File: config.mk
export PLATFORM = sky130hd
export DESIGN_NAME = timer_and_ext_irq_control
export DESIGN_NICKNAME = d
export VERILOG_FILES = /design/src/hw/timer_irq_pkg.sv /design/src/hw/timer_and_ext_irq_control.sv
export SDC_FILE = /design/constraint.sdc
export NUM_CORES = 1
export LEC_CHECK = 0
export BUFFER_PORTS_ARGS = -buffer_cell sky130_fd_sc_hd__clkbuf_2
export CAP_MARGIN = 10
export CELL_PAD_IN_SITES_DETAIL_PLACEMENT = 1
export CELL_PAD_IN_SITES_GLOBAL_PLACEMENT = 1
export CORE_ASPECT_RATIO = 1.25
export CORE_UTILIZATION = 34
export DETAILED_ROUTE_END_ITERATION = 7
export PLACE_DENSITY = 0.8
export SLEW_MARGIN = 40
export SYNTH_ARGS = -nofsm -noshare
export SYNTH_HDL_FRONTEND = slang
export SYNTH_SLANG_ARGS = --single-unit
File: constraint.sdc
create_clock -name clock -period 3.2 [get_ports clock]
set_input_delay 0.64 -clock clock [delete_from_list [all_inputs] [get_ports clock]]
set_output_delay 0.64 -clock clock [all_outputs]
set_load 0.01 [all_outputs]
File: src/hw/timer_irq_pkg.sv
// Constants, register layout and carrier types of the timer control bank.
// Notes on behaviour
// - Timer 0 rollover sets the timer 0 overflow flag to 1.
// - Software may clear timer 0 overflow flag; vectoring also clears it.
// - Timer 0 counts while its run bit is 1 and stops when 0.
// - Ext irq 1 pending sets on the edge or level chosen by its type bit.
// - Software clears ext irq 1 pending; vectoring clears it in edge mode.
// - Ext irq 0 pending: set on detect, software clear, edge-mode vector clear.
// - Ext irq 1 is level triggered with type bit 0, edge triggered with 1.
// - Ext irq 1 active sense comes from a polarity bit in the config register
// - Ext irq 0 is level triggered with type bit 0, edge triggered with 1.
package timer_irq_pkg;

    // Byte addresses of the registers on the APB.
    localparam logic [7:0] ADDR_CTL = 8'h00;
    localparam logic [7:0] ADDR_CFG = 8'h04;
    localparam logic [7:0] ADDR_STATUS = 8'h08;
    localparam logic [7:0] ADDR_MASK = 8'h0C;

    // Positions of the polarity bits in the config register.
    localparam int CFG_POL0 = 0;
    localparam int CFG_POL1 = 1;

    // Positions of the events in the sticky status and mask registers.
    localparam int EV_TIMER0 = 0;
    localparam int EV_TIMER1 = 1;
    localparam int EV_EXT0 = 2;
    localparam int EV_EXT1 = 3;

    // Values after reset.
    localparam logic [7:0] CTL_RST = 8'h00;
    localparam logic [1:0] CFG_RST = 2'h0;
    localparam logic [3:0] STATUS_RST = 4'h0;
    localparam logic [3:0] MASK_RST = 4'h0;
    localparam logic SYNC_RST = 1'h1;

    // Control and status register, bit 7 first.
    typedef struct packed {
        logic timer1_overflow_flag;
        logic timer1_run;
        logic timer0_overflow_flag;
        logic timer0_run;
        logic ext_irq1_pending;
        logic ext_irq1_type_select;
        logic ext_irq0_pending;
        logic ext_irq0_type_select;
    } ctl_t;

    // One-cycle acknowledges from the CPU when it vectors to a routine.
    typedef struct packed {
        logic timer1;
        logic ext1;
        logic timer0;
        logic ext0;
    } vector_ack_t;

endpackage : timer_irq_pkg

File: src/hw/timer_and_ext_irq_control.sv
// Control register bank for two timers and two external interrupt inputs.
`timescale 1ns/1ps
module timer_and_ext_irq_control (
    // Clock and reset.
    input wire logic clock,
    input wire logic nrst,
    // APB slave.
    input wire logic [7:0] paddr,
    input wire logic psel,
    input wire logic penable,
    input wire logic pwrite,
    input wire logic [31:0] pwdata,
    output logic [31:0] prdata,
    output logic pready,
    output logic pslverr,
    // Timer datapath side.
    input wire logic timer0_rollover,
    input wire logic timer1_rollover,
    output logic timer0_run,
    output logic timer1_run,
    // External interrupt pins.
    input wire logic ext_irq0_input,
    input wire logic ext_irq1_input,
    // CPU vectoring side.
    input wire timer_irq_pkg::vector_ack_t vector_ack,
    output timer_irq_pkg::ctl_t ctl_flags,
    // Interrupt request.
    output logic irq
);

    timer_irq_pkg::ctl_t ctl_r;
    timer_irq_pkg::ctl_t ctl_nxt;
    logic [1:0] cfg_r;
    logic [3:0] status_r;
    logic [3:0] status_nxt;
    logic [3:0] mask_r;
    logic irq_r;
    logic pready_r;
    logic pslverr_r;
    logic [31:0] prdata_r;
    logic [31:0] rd_data;
    logic rd_mapped;
    logic access;
    logic wr_en;
    logic wr_ctl;
    logic [3:0] events;
    logic [1:0] pin_in;
    logic [1:0] pol;
    logic [1:0] etype;
    logic [1:0] active;
    logic [1:0] ext_set;
    logic sync1_r [2];
    logic sync2_r [2];
    logic active_prev_r [2];

    // Address match, used by both the read and the write decode.
    function automatic logic hit(input logic [7:0] addr,
                                 input logic [7:0] offset);
        hit = (addr == offset);
    endfunction : hit

    // APB handshake: one wait state, so the access phase lasts two cycles.
    assign access = psel & penable;
    assign wr_en = access & pready_r & pwrite;
    assign wr_ctl = wr_en & hit(paddr, timer_irq_pkg::ADDR_CTL);

    always_ff @(posedge clock or negedge nrst) begin
        if (!nrst) begin
            pready_r <= 1'h0;
        end else begin
            pready_r <= access & ~pready_r;
        end
    end

    // Read mux; reserved bits above each register read as zero.
    always_comb begin
        rd_data = 32'h0;
        rd_mapped = 1'h1;
        if (hit(paddr, timer_irq_pkg::ADDR_CTL)) begin
            rd_data = {24'h0, ctl_r};
        end else if (hit(paddr, timer_irq_pkg::ADDR_CFG)) begin
            rd_data = {30'h0, cfg_r};
        end else if (hit(paddr, timer_irq_pkg::ADDR_STATUS)) begin
            rd_data = {28'h0, status_r};
        end else if (hit(paddr, timer_irq_pkg::ADDR_MASK)) begin
            rd_data = {28'h0, mask_r};
        end else begin
            rd_mapped = 1'h0;
        end
    end

    // Read data and error are captured together with pready so that all
    // three leave the block from flip-flops in the same cycle.
    always_ff @(posedge clock or negedge nrst) begin
        if (!nrst) begin
            prdata_r <= 32'h0;
            pslverr_r <= 1'h0;
        end else begin
            if (access & ~pready_r & ~pwrite) begin
                prdata_r <= rd_data;
            end
            pslverr_r <= access & ~pready_r & ~rd_mapped;
        end
    end

    // Pin inputs cross into the clock domain through two flip-flops; the
    // active level and the edge are judged only on the second stage.
    assign pin_in = {ext_irq1_input, ext_irq0_input};
    assign pol = {cfg_r[timer_irq_pkg::CFG_POL1],
                  cfg_r[timer_irq_pkg::CFG_POL0]};
    assign etype = {ctl_r.ext_irq1_type_select, ctl_r.ext_irq0_type_select};

    for (genvar i = 0; i < 2; i++) begin : g_ext
        // Synchroniser resets high so an idle active-low pin does not fire.
        always_ff @(posedge clock or negedge nrst) begin
            if (!nrst) begin
                sync1_r[i] <= timer_irq_pkg::SYNC_RST;
                sync2_r[i] <= timer_irq_pkg::SYNC_RST;
                active_prev_r[i] <= 1'h0;
            end else begin
                sync1_r[i] <= pin_in[i];
                sync2_r[i] <= sync1_r[i];
                active_prev_r[i] <= active[i];
            end
        end

        // Polarity 1 means active high, 0 means active low.
        assign active[i] = ~(sync2_r[i] ^ pol[i]);
        // Type 1 catches the inactive-to-active edge, type 0 the level.
        assign ext_set[i] = etype[i] ? (active[i] & ~active_prev_r[i])
                                     : active[i];
    end

    // Control register. Hardware sets are applied last, so an event in the
    // cycle of a software or vectoring clear is never lost.
    always_comb begin
        ctl_nxt = ctl_r;
        if (wr_ctl) begin
            ctl_nxt = timer_irq_pkg::ctl_t'(pwdata[7:0]);
        end
        if (vector_ack.timer0) begin
            ctl_nxt.timer0_overflow_flag = 1'h0;
        end
        if (vector_ack.timer1) begin
            ctl_nxt.timer1_overflow_flag = 1'h0;
        end
        // A level-triggered request stays pending through vectoring.
        if (vector_ack.ext0 & ctl_r.ext_irq0_type_select) begin
            ctl_nxt.ext_irq0_pending = 1'h0;
        end
        if (vector_ack.ext1 & ctl_r.ext_irq1_type_select) begin
            ctl_nxt.ext_irq1_pending = 1'h0;
        end
        if (timer0_rollover) begin
            ctl_nxt.timer0_overflow_flag = 1'h1;
        end
        if (timer1_rollover) begin
            ctl_nxt.timer1_overflow_flag = 1'h1;
        end
        if (ext_set[0]) begin
            ctl_nxt.ext_irq0_pending = 1'h1;
        end
        if (ext_set[1]) begin
            ctl_nxt.ext_irq1_pending = 1'h1;
        end
    end

    always_ff @(posedge clock or negedge nrst) begin
        if (!nrst) begin
            ctl_r <= timer_irq_pkg::CTL_RST;
        end else begin
            ctl_r <= ctl_nxt;
        end
    end

    // Polarity config register.
    always_ff @(posedge clock or negedge nrst) begin
        if (!nrst) begin
            cfg_r <= timer_irq_pkg::CFG_RST;
        end else if (wr_en & hit(paddr, timer_irq_pkg::ADDR_CFG)) begin
            cfg_r <= pwdata[1:0];
        end
    end

    // Sticky event status, write one to clear; a new event wins the clear.
    always_comb begin
        events = 4'h0;
        events[timer_irq_pkg::EV_TIMER0] = timer0_rollover;
        events[timer_irq_pkg::EV_TIMER1] = timer1_rollover;
        events[timer_irq_pkg::EV_EXT0] = ext_set[0];
        events[timer_irq_pkg::EV_EXT1] = ext_set[1];
        status_nxt = status_r;
        if (wr_en & hit(paddr, timer_irq_pkg::ADDR_STATUS)) begin
            status_nxt = status_r & ~pwdata[3:0];
        end
        status_nxt = status_nxt | events;
    end

    always_ff @(posedge clock or negedge nrst) begin
        if (!nrst) begin
            status_r <= timer_irq_pkg::STATUS_RST;
        end else begin
            status_r <= status_nxt;
        end
    end

    // Mask register and interrupt line. The line is registered, so it lags
    // the status bit by one cycle; this keeps the output glitch free.
    always_ff @(posedge clock or negedge nrst) begin
        if (!nrst) begin
            mask_r <= timer_irq_pkg::MASK_RST;
        end else if (wr_en & hit(paddr, timer_irq_pkg::ADDR_MASK)) begin
            mask_r <= pwdata[3:0];
        end
    end

    always_ff @(posedge clock or negedge nrst) begin
        if (!nrst) begin
            irq_r <= 1'h0;
        end else begin
            irq_r <= |(status_r & mask_r);
        end
    end

    // Outputs, all straight from flip-flops.
    assign prdata = prdata_r;
    assign pready = pready_r;
    assign pslverr = pslverr_r;
    assign timer0_run = ctl_r.timer0_run;
    assign timer1_run = ctl_r.timer1_run;
    assign ctl_flags = ctl_r;
    assign irq = irq_r;
endmodule : timer_and_ext_irq_control

==> results of run 1 <==
==> worst max-delay path, cell delays in order <==
cell	delay [ns]
clkbuf_2	0.20
nor2_1	0.39
nand4_1	0.31
and3b_1	0.27
or3_1	0.33
==> logic make-up (layout without fill, tap and decap cells) <==
family | count (synthesis) | count (layout)
flip-flops | 35 | 35
multiplexers | 14 | 14
AND/OR/NAND/NOR | 40 | 40
XOR/XNOR | 2 | 2
buffers and inverters | 30 | 58
other | 1 | 24
AO/OA/AOI/OAI | 18 | 18
==> cells in the mapped netlist, drive strengths merged <==
cell / count / area (sq um)
o211ai: 2 / 15.01
nand3: 4 / 20.02
mux2: 10 / 112.6
xnor2: 2 / 17.52
nor2: 5 / 21.27
nor4: 1 / 21.27
mux4: 2 / 45.04
nor2b: 1 / 6.260
nand2: 15 / 56.30
and3b: 2 / 17.52
dfstp: 4 / 105.1
dfrtp: 31 / 775.7
nor3: 1 / 5.000
a32o: 4 / 40.04
a22oi: 2 / 15.01
mux2i: 2 / 20.02
and4: 2 / 17.52
conb: 1 / 3.750
nand4: 3 / 25.02
and2: 1 / 6.260
a21o: 2 / 15.01
nor3b: 2 / 15.01
or3: 3 / 18.77
a22o: 6 / 52.55
buf: 30 / 227.7
o21ai: 2 / 10.01
==> layout make-up <==
| class | count | area (sq um) | area share [%] |
|---|---|---|---|
| repair buffers | 50 | 255.2 | 12.81 |
| flip-flops and latches | 35 | 880.8 | 44.22 |
| multi-input cells | 98 | 663.1 | 33.29 |
| clock buffers | 6 | 82.58 | 4.146 |
| clock inverters | 2 | 35.03 | 1.759 |
| well taps | 60 | 75.07 | 3.769 |
==> per-stage QoR <==
| stage | worst slack [ns] | util (%) | cell area (sq um) | hold WS (ns) | std cells |
|---|---|---|---|---|---|
| after floorplan | 1.447 | - | 1772 | 0.3444 | 163 |
| after global placement | 1.064 | 39.29 | 1872 | 0.3465 | 243 |
| after detailed placement | 0.9608 | 39.34 | 1874 | 0.3479 | 243 |
| after CTS | 1.198 | 41.81 | 1992 | 0.3483 | 251 |
| after global routing | 1.060 | 41.81 | 1992 | 0.3534 | 251 |
| final | 1.212 | 41.81 | 1992 | 0.3269 | 251 |
==> metal layers <==
metal	vias to the layer above	GRT usage, %	share of wire, %
met2	46	28.54	54
met3	6	2.699	4.9
met1	609	17.84	39
met4	0	6.667	1.9
li1	549	-	-
met5	-	0	0
==> state kept, by name, summed over array words and instances, names as in the netlist <==
name,flops
active_prev_r,2
cfg_r,2
ctl_flags,6
irq,1
mask_r,4
prdata,8
pready,1
pslverr,1
status_r,4
sync1_r,2
sync2_r,2
timer0_run,1
timer1_run,1
==> power groups by stage <==
stage               clock [mW]  combinational (mW)  sequential [mW]
global placement             0              0.0710            0.465
CTS                      0.413              0.0741            0.457
finish                   0.405              0.0726            0.457
global route             0.436              0.0819            0.458
detailed placement           0              0.0737            0.465
floorplan                    0              0.0567            0.466
==> final timing paths <==
check                           cells past startpoint        from           end
worst min-delay path                                1        nrst     prdata[6]
worst max-delay path                                5    paddr[3]  ctl_flags[7]
worst max register to register                      4      pready  ctl_flags[7]
max in group asynchronous                           1        nrst    sync2_r[0]
worst min register to register                      0  sync1_r[1]    sync2_r[1]
min in group clock                                  0  sync1_r[1]    sync2_r[1]
==> impl_metrics.yaml, run 1 <==
synthesis:
  yosys.area_share.simple_pct: 13.66
  synthCells: 140
  synth_seq_cells: 35
  synthMuxAreaShare_pct: 10.54
  yosysUniqueCellTypes: 30
  synth_adder_area_share_pct: 0
  ys_warn_count: 0
  synth_xor_area_share_pct: 1.039
  synth.avg_cell_area_sq_um: 12.04
  synth_top_family_by_area: "simple AND/OR/NAND/NOR gates"
  synth-compound-area-share_pct: 8.760
  synth_seq_area_share_pct: 52.26
  syn_area_sq_um: 1685
cts:
  postCtsSetupBuffers: 0
  cts_num_sinks: 35
  cts_tree: "done"
  h-tree-depth: 2
  path_clk_slew_ns: 0.07
  clk_path_buf_depth: 2
  cts_made_buffers: 5
  clk_latency_ns: 0.28
  cts_hold_buffers: 0
  cts_resized: 0
  cts_root_buffer: "clkbuf_8"
grt:
  gr-usage-all-layers_pct: 15.70
  grt_pass1_wl_um: 6168
  overflow: 0
  grt_pass1_vias: 1247
  antenna_found_initial: 0
  grt_max_degree: 36
route:
  vias: 1210
  wl_per_cell_um: 14.49
  postRouteAntennaNets: 0
  drt-initial-drc-count: 68
  drc: 0
  via_per_inst: 4.821
  dr.pass1.iters: 4
  wirelength_um: 3637
worst_setup_path:
  arrival_ns: 2.15
  worstPathMaxFanout: 10
  worstSetupPathType: "in2reg"
  cp-start-kind: "primary input"
  reg2reg_slack_ns: 1.51
  critical_path.endpoint_type: "flop"
  cp.required_ns: 3.36
floorplanning:
  rows: 28
  die_x_um: 64.97
  start_util_pct: 35.37
  io_pins: 98
  dieHeight_um: 80.72
  die-area_sq_um: 5244
  core_area_sq_um: 4765
layout:
  drive_gt1_share_pct: 40.31
  nNetsFinal: 243
  num_antenna_cells: 0
  n_fill_cell: 570
  final_common_cell: "clkbuf_2"
  final_cell_mix: "48 x clkbuf_2, 31 x dfrtp_1, 24 x conb_1"
  area_delta_synth_final_pct: 18.19
placement:
  portBuffers: 49
  hpwl_um: 2770
  place.gp.congestion: 0.7836
pwr:
  p_int_mw: 0.7297
  finalPower_mw: 0.9348
  pwr-share-clk_pct: 43.3
  irDropWorstVdd_uv: 215.3
  leakagePower_nw: 1.018
  power_frac_seq_pct: 48.9
  p_sw_share_pct: 21.94
  power_switching_mw: 0.2051
  powerDensity_nw_per_um2: 469.3
  power_frac_comb_pct: 7.8
run_status:
  status: "completed"
timing:
  setup_violations: 0
  maxSlewViolCount: 0
  clock_skew_ns: 0.0009660
  period_needed_ns: 1.988
  finalHoldViolations: 0
  timing.final.crit_share_pct: 62.13
  tns_ns: 0
  rsz0062_at_grt: "no"
  fmax_ghz: 0.5030
hold_path:
  hold_class: "in2async"
job:
  cap_violations: 0
Power figures use the tool's default switching activity.
==> run 2, diff against run 1 <==
--- a/config.mk
+++ b/config.mk
@@ -10,9 +10,9 @@
 export CELL_PAD_IN_SITES_DETAIL_PLACEMENT = 1
 export CELL_PAD_IN_SITES_GLOBAL_PLACEMENT = 1
 export CORE_ASPECT_RATIO = 1.25
-export CORE_UTILIZATION = 34
+export CORE_UTILIZATION = 32
 export DETAILED_ROUTE_END_ITERATION = 7
-export PLACE_DENSITY = 0.8
+export PLACE_DENSITY = 0.75
 export SLEW_MARGIN = 40
 export SYNTH_ARGS = -nofsm -noshare
 export SYNTH_HDL_FRONTEND = slang
==> constraint.sdc (replaced) <==
create_clock -name clock -period 2 [get_ports clock]
set_input_delay 0.4 -clock clock [delete_from_list [all_inputs] [get_ports clock]]
set_output_delay 0.4 -clock clock [all_outputs]
set_load 0.01 [all_outputs]
==> impl_metrics.yaml, run 2 (synthesized netlist as in run 1, its figures left out) <==
layout:
  largest_reg_flops: 8
  final_cell_mix: "49 x clkbuf_2, 31 x dfrtp_1, 24 x conb_1"
  area_delta_synth_final_pct: 18.04
  final_common_cell: "clkbuf_2"
  num_antenna_cells: 0
  nNetsFinal: 247
  utilization_pct: 39.16
  drive_gt1_share_pct: 41.03
floorplanning:
  rows: 29
  io_pins: 98
  die-area_sq_um: 5563
  start_util_pct: 33.18
  dieHeight_um: 83.14
  core_area_sq_um: 5080
  die_x_um: 66.91
route:
  wl_per_cell_um: 13.84
  postRouteAntennaNets: 0
  dr.pass1.iters: 3
  vias: 1197
  drt-initial-drc-count: 47
  drc: 0
  via_per_inst: 4.658
  wirelength_um: 3557
pwr:
  irDropWorstVdd_uv: 341.3
  powerDensity_nw_per_um2: 675.3
  leakagePower_nw: 1.017
  finalPower_mw: 1.343
cts:
  path_clk_slew_ns: 0.07
  postCtsSetupBuffers: 0
  clk_latency_ns: 0.29
  cts_hold_buffers: 0
  clk_path_buf_depth: 2
  cts_resized: 0
  h-tree-depth: 2
  cts_made_buffers: 5
  cts_root_buffer: "clkbuf_8"
  cts_tree: "done"
  cts_num_sinks: 35
grt:
  antenna_found_initial: 0
  grt_max_degree: 36
  grt_pass1_vias: 1240
  overflow: 0
  grt_pass1_wl_um: 6051
  gr-usage-all-layers_pct: 14.62
hold_path:
  hold_class: "in2async"
timing:
  setup_violations: 0
  tns_ns: 0
  maxSlewViolCount: 0
  rsz0062_at_grt: "no"
  finalHoldViolations: 0
  timing.final.crit_share_pct: 79.19
  period_needed_ns: 1.584
  holdWs_ns: 0.1364
  fmax_ghz: 0.6314
  clock_skew_ns: 0.005473
placement:
  portBuffers: 49
  place.gp.congestion: 0.7355
  hpwl_um: 2789
worst_setup_path:
  arrival_ns: 1.81
  worstPathMaxFanout: 9
  critical_path.endpoint_type: "flop"
  worstSetupPathType: "reg2reg"
  cp-start-kind: "flop"
  cp.required_ns: 2.22
job:
  cap_violations: 0
run_status:
  status: "completed"
## run 2: cell count changes in the layout (fill, tap and decap cells not counted)
cell,previous run,this run
bufinv_16,1,0
clkbuf_1,0,1
clkinvlp_4,0,1
clkbuf_2,48,49
clkbuf_8,6,5
clkbuf_4,1,0
buf_4,1,5
## run 2: final timing paths
kind / startpoint / slack, ns / depth (start not counted) / endpoint
min in group clock: ext_irq1_input / 0.19 / 1 / sync1_r[0]
setup / recovery: pready / 0.42 / 3 / prdata[7]
setup reg to reg: pready / 0.42 / 3 / prdata[7]
hold reg to reg: sync1_r[0] / 0.36 / 0 / sync2_r[0]
max in group asynchronous: nrst / 1.50 / 2 / sync1_r[1]
hold / removal: nrst / 0.14 / 2 / prdata[5]
## run 2: final cells by class
type / instances / area, sq um
Sequential cell: 35 / 880.8
Clock buffer: 6 / 72.57
Clock inverter: 2 / 12.51
Fill cell: 602 / 3090
Multi-Input combinational cell: 98 / 663.1
Timing Repair Buffer: 54 / 282.8
Tap cell: 62 / 77.57
## run 2: power breakdown
group          internal [mW]  leakage (nW)  switching (mW)  total, mW
combinational         0.0453         0.545          0.0746      0.120
clock                  0.243        0.0412           0.249      0.492
sequential             0.724         0.431         0.00729      0.731
## run 2: routing by layer
metal,vias to the layer above,global-route usage [%],share of wire (%),routed length [um]
li1,553,-,-,-
met1,593,16.59,39,1401
met2,45,24.61,52,1861
met3,6,3.984,6.2,219
met4,0,6.963,2.1,74
met5,-,0,0,0
## run 2: critical path, stage by stage, from the launching register on
cell and delay (ns):
dfrtp_1 0.42, or3_1 0.54, nor2_2 0.34, a32o_1 0.23
## run 2: per-stage QoR
step           std cells  setup slack [ns]  cell area [sq um]
2_1_floorplan        163            0.4874               1772
3_3_place_gp         249            0.1995               1904
3_5_place_dp         249            0.1862               1904
4_1_cts              257            0.3893               1989
5_1_grt              257            0.2760               1989
6_report             257            0.4163               1989
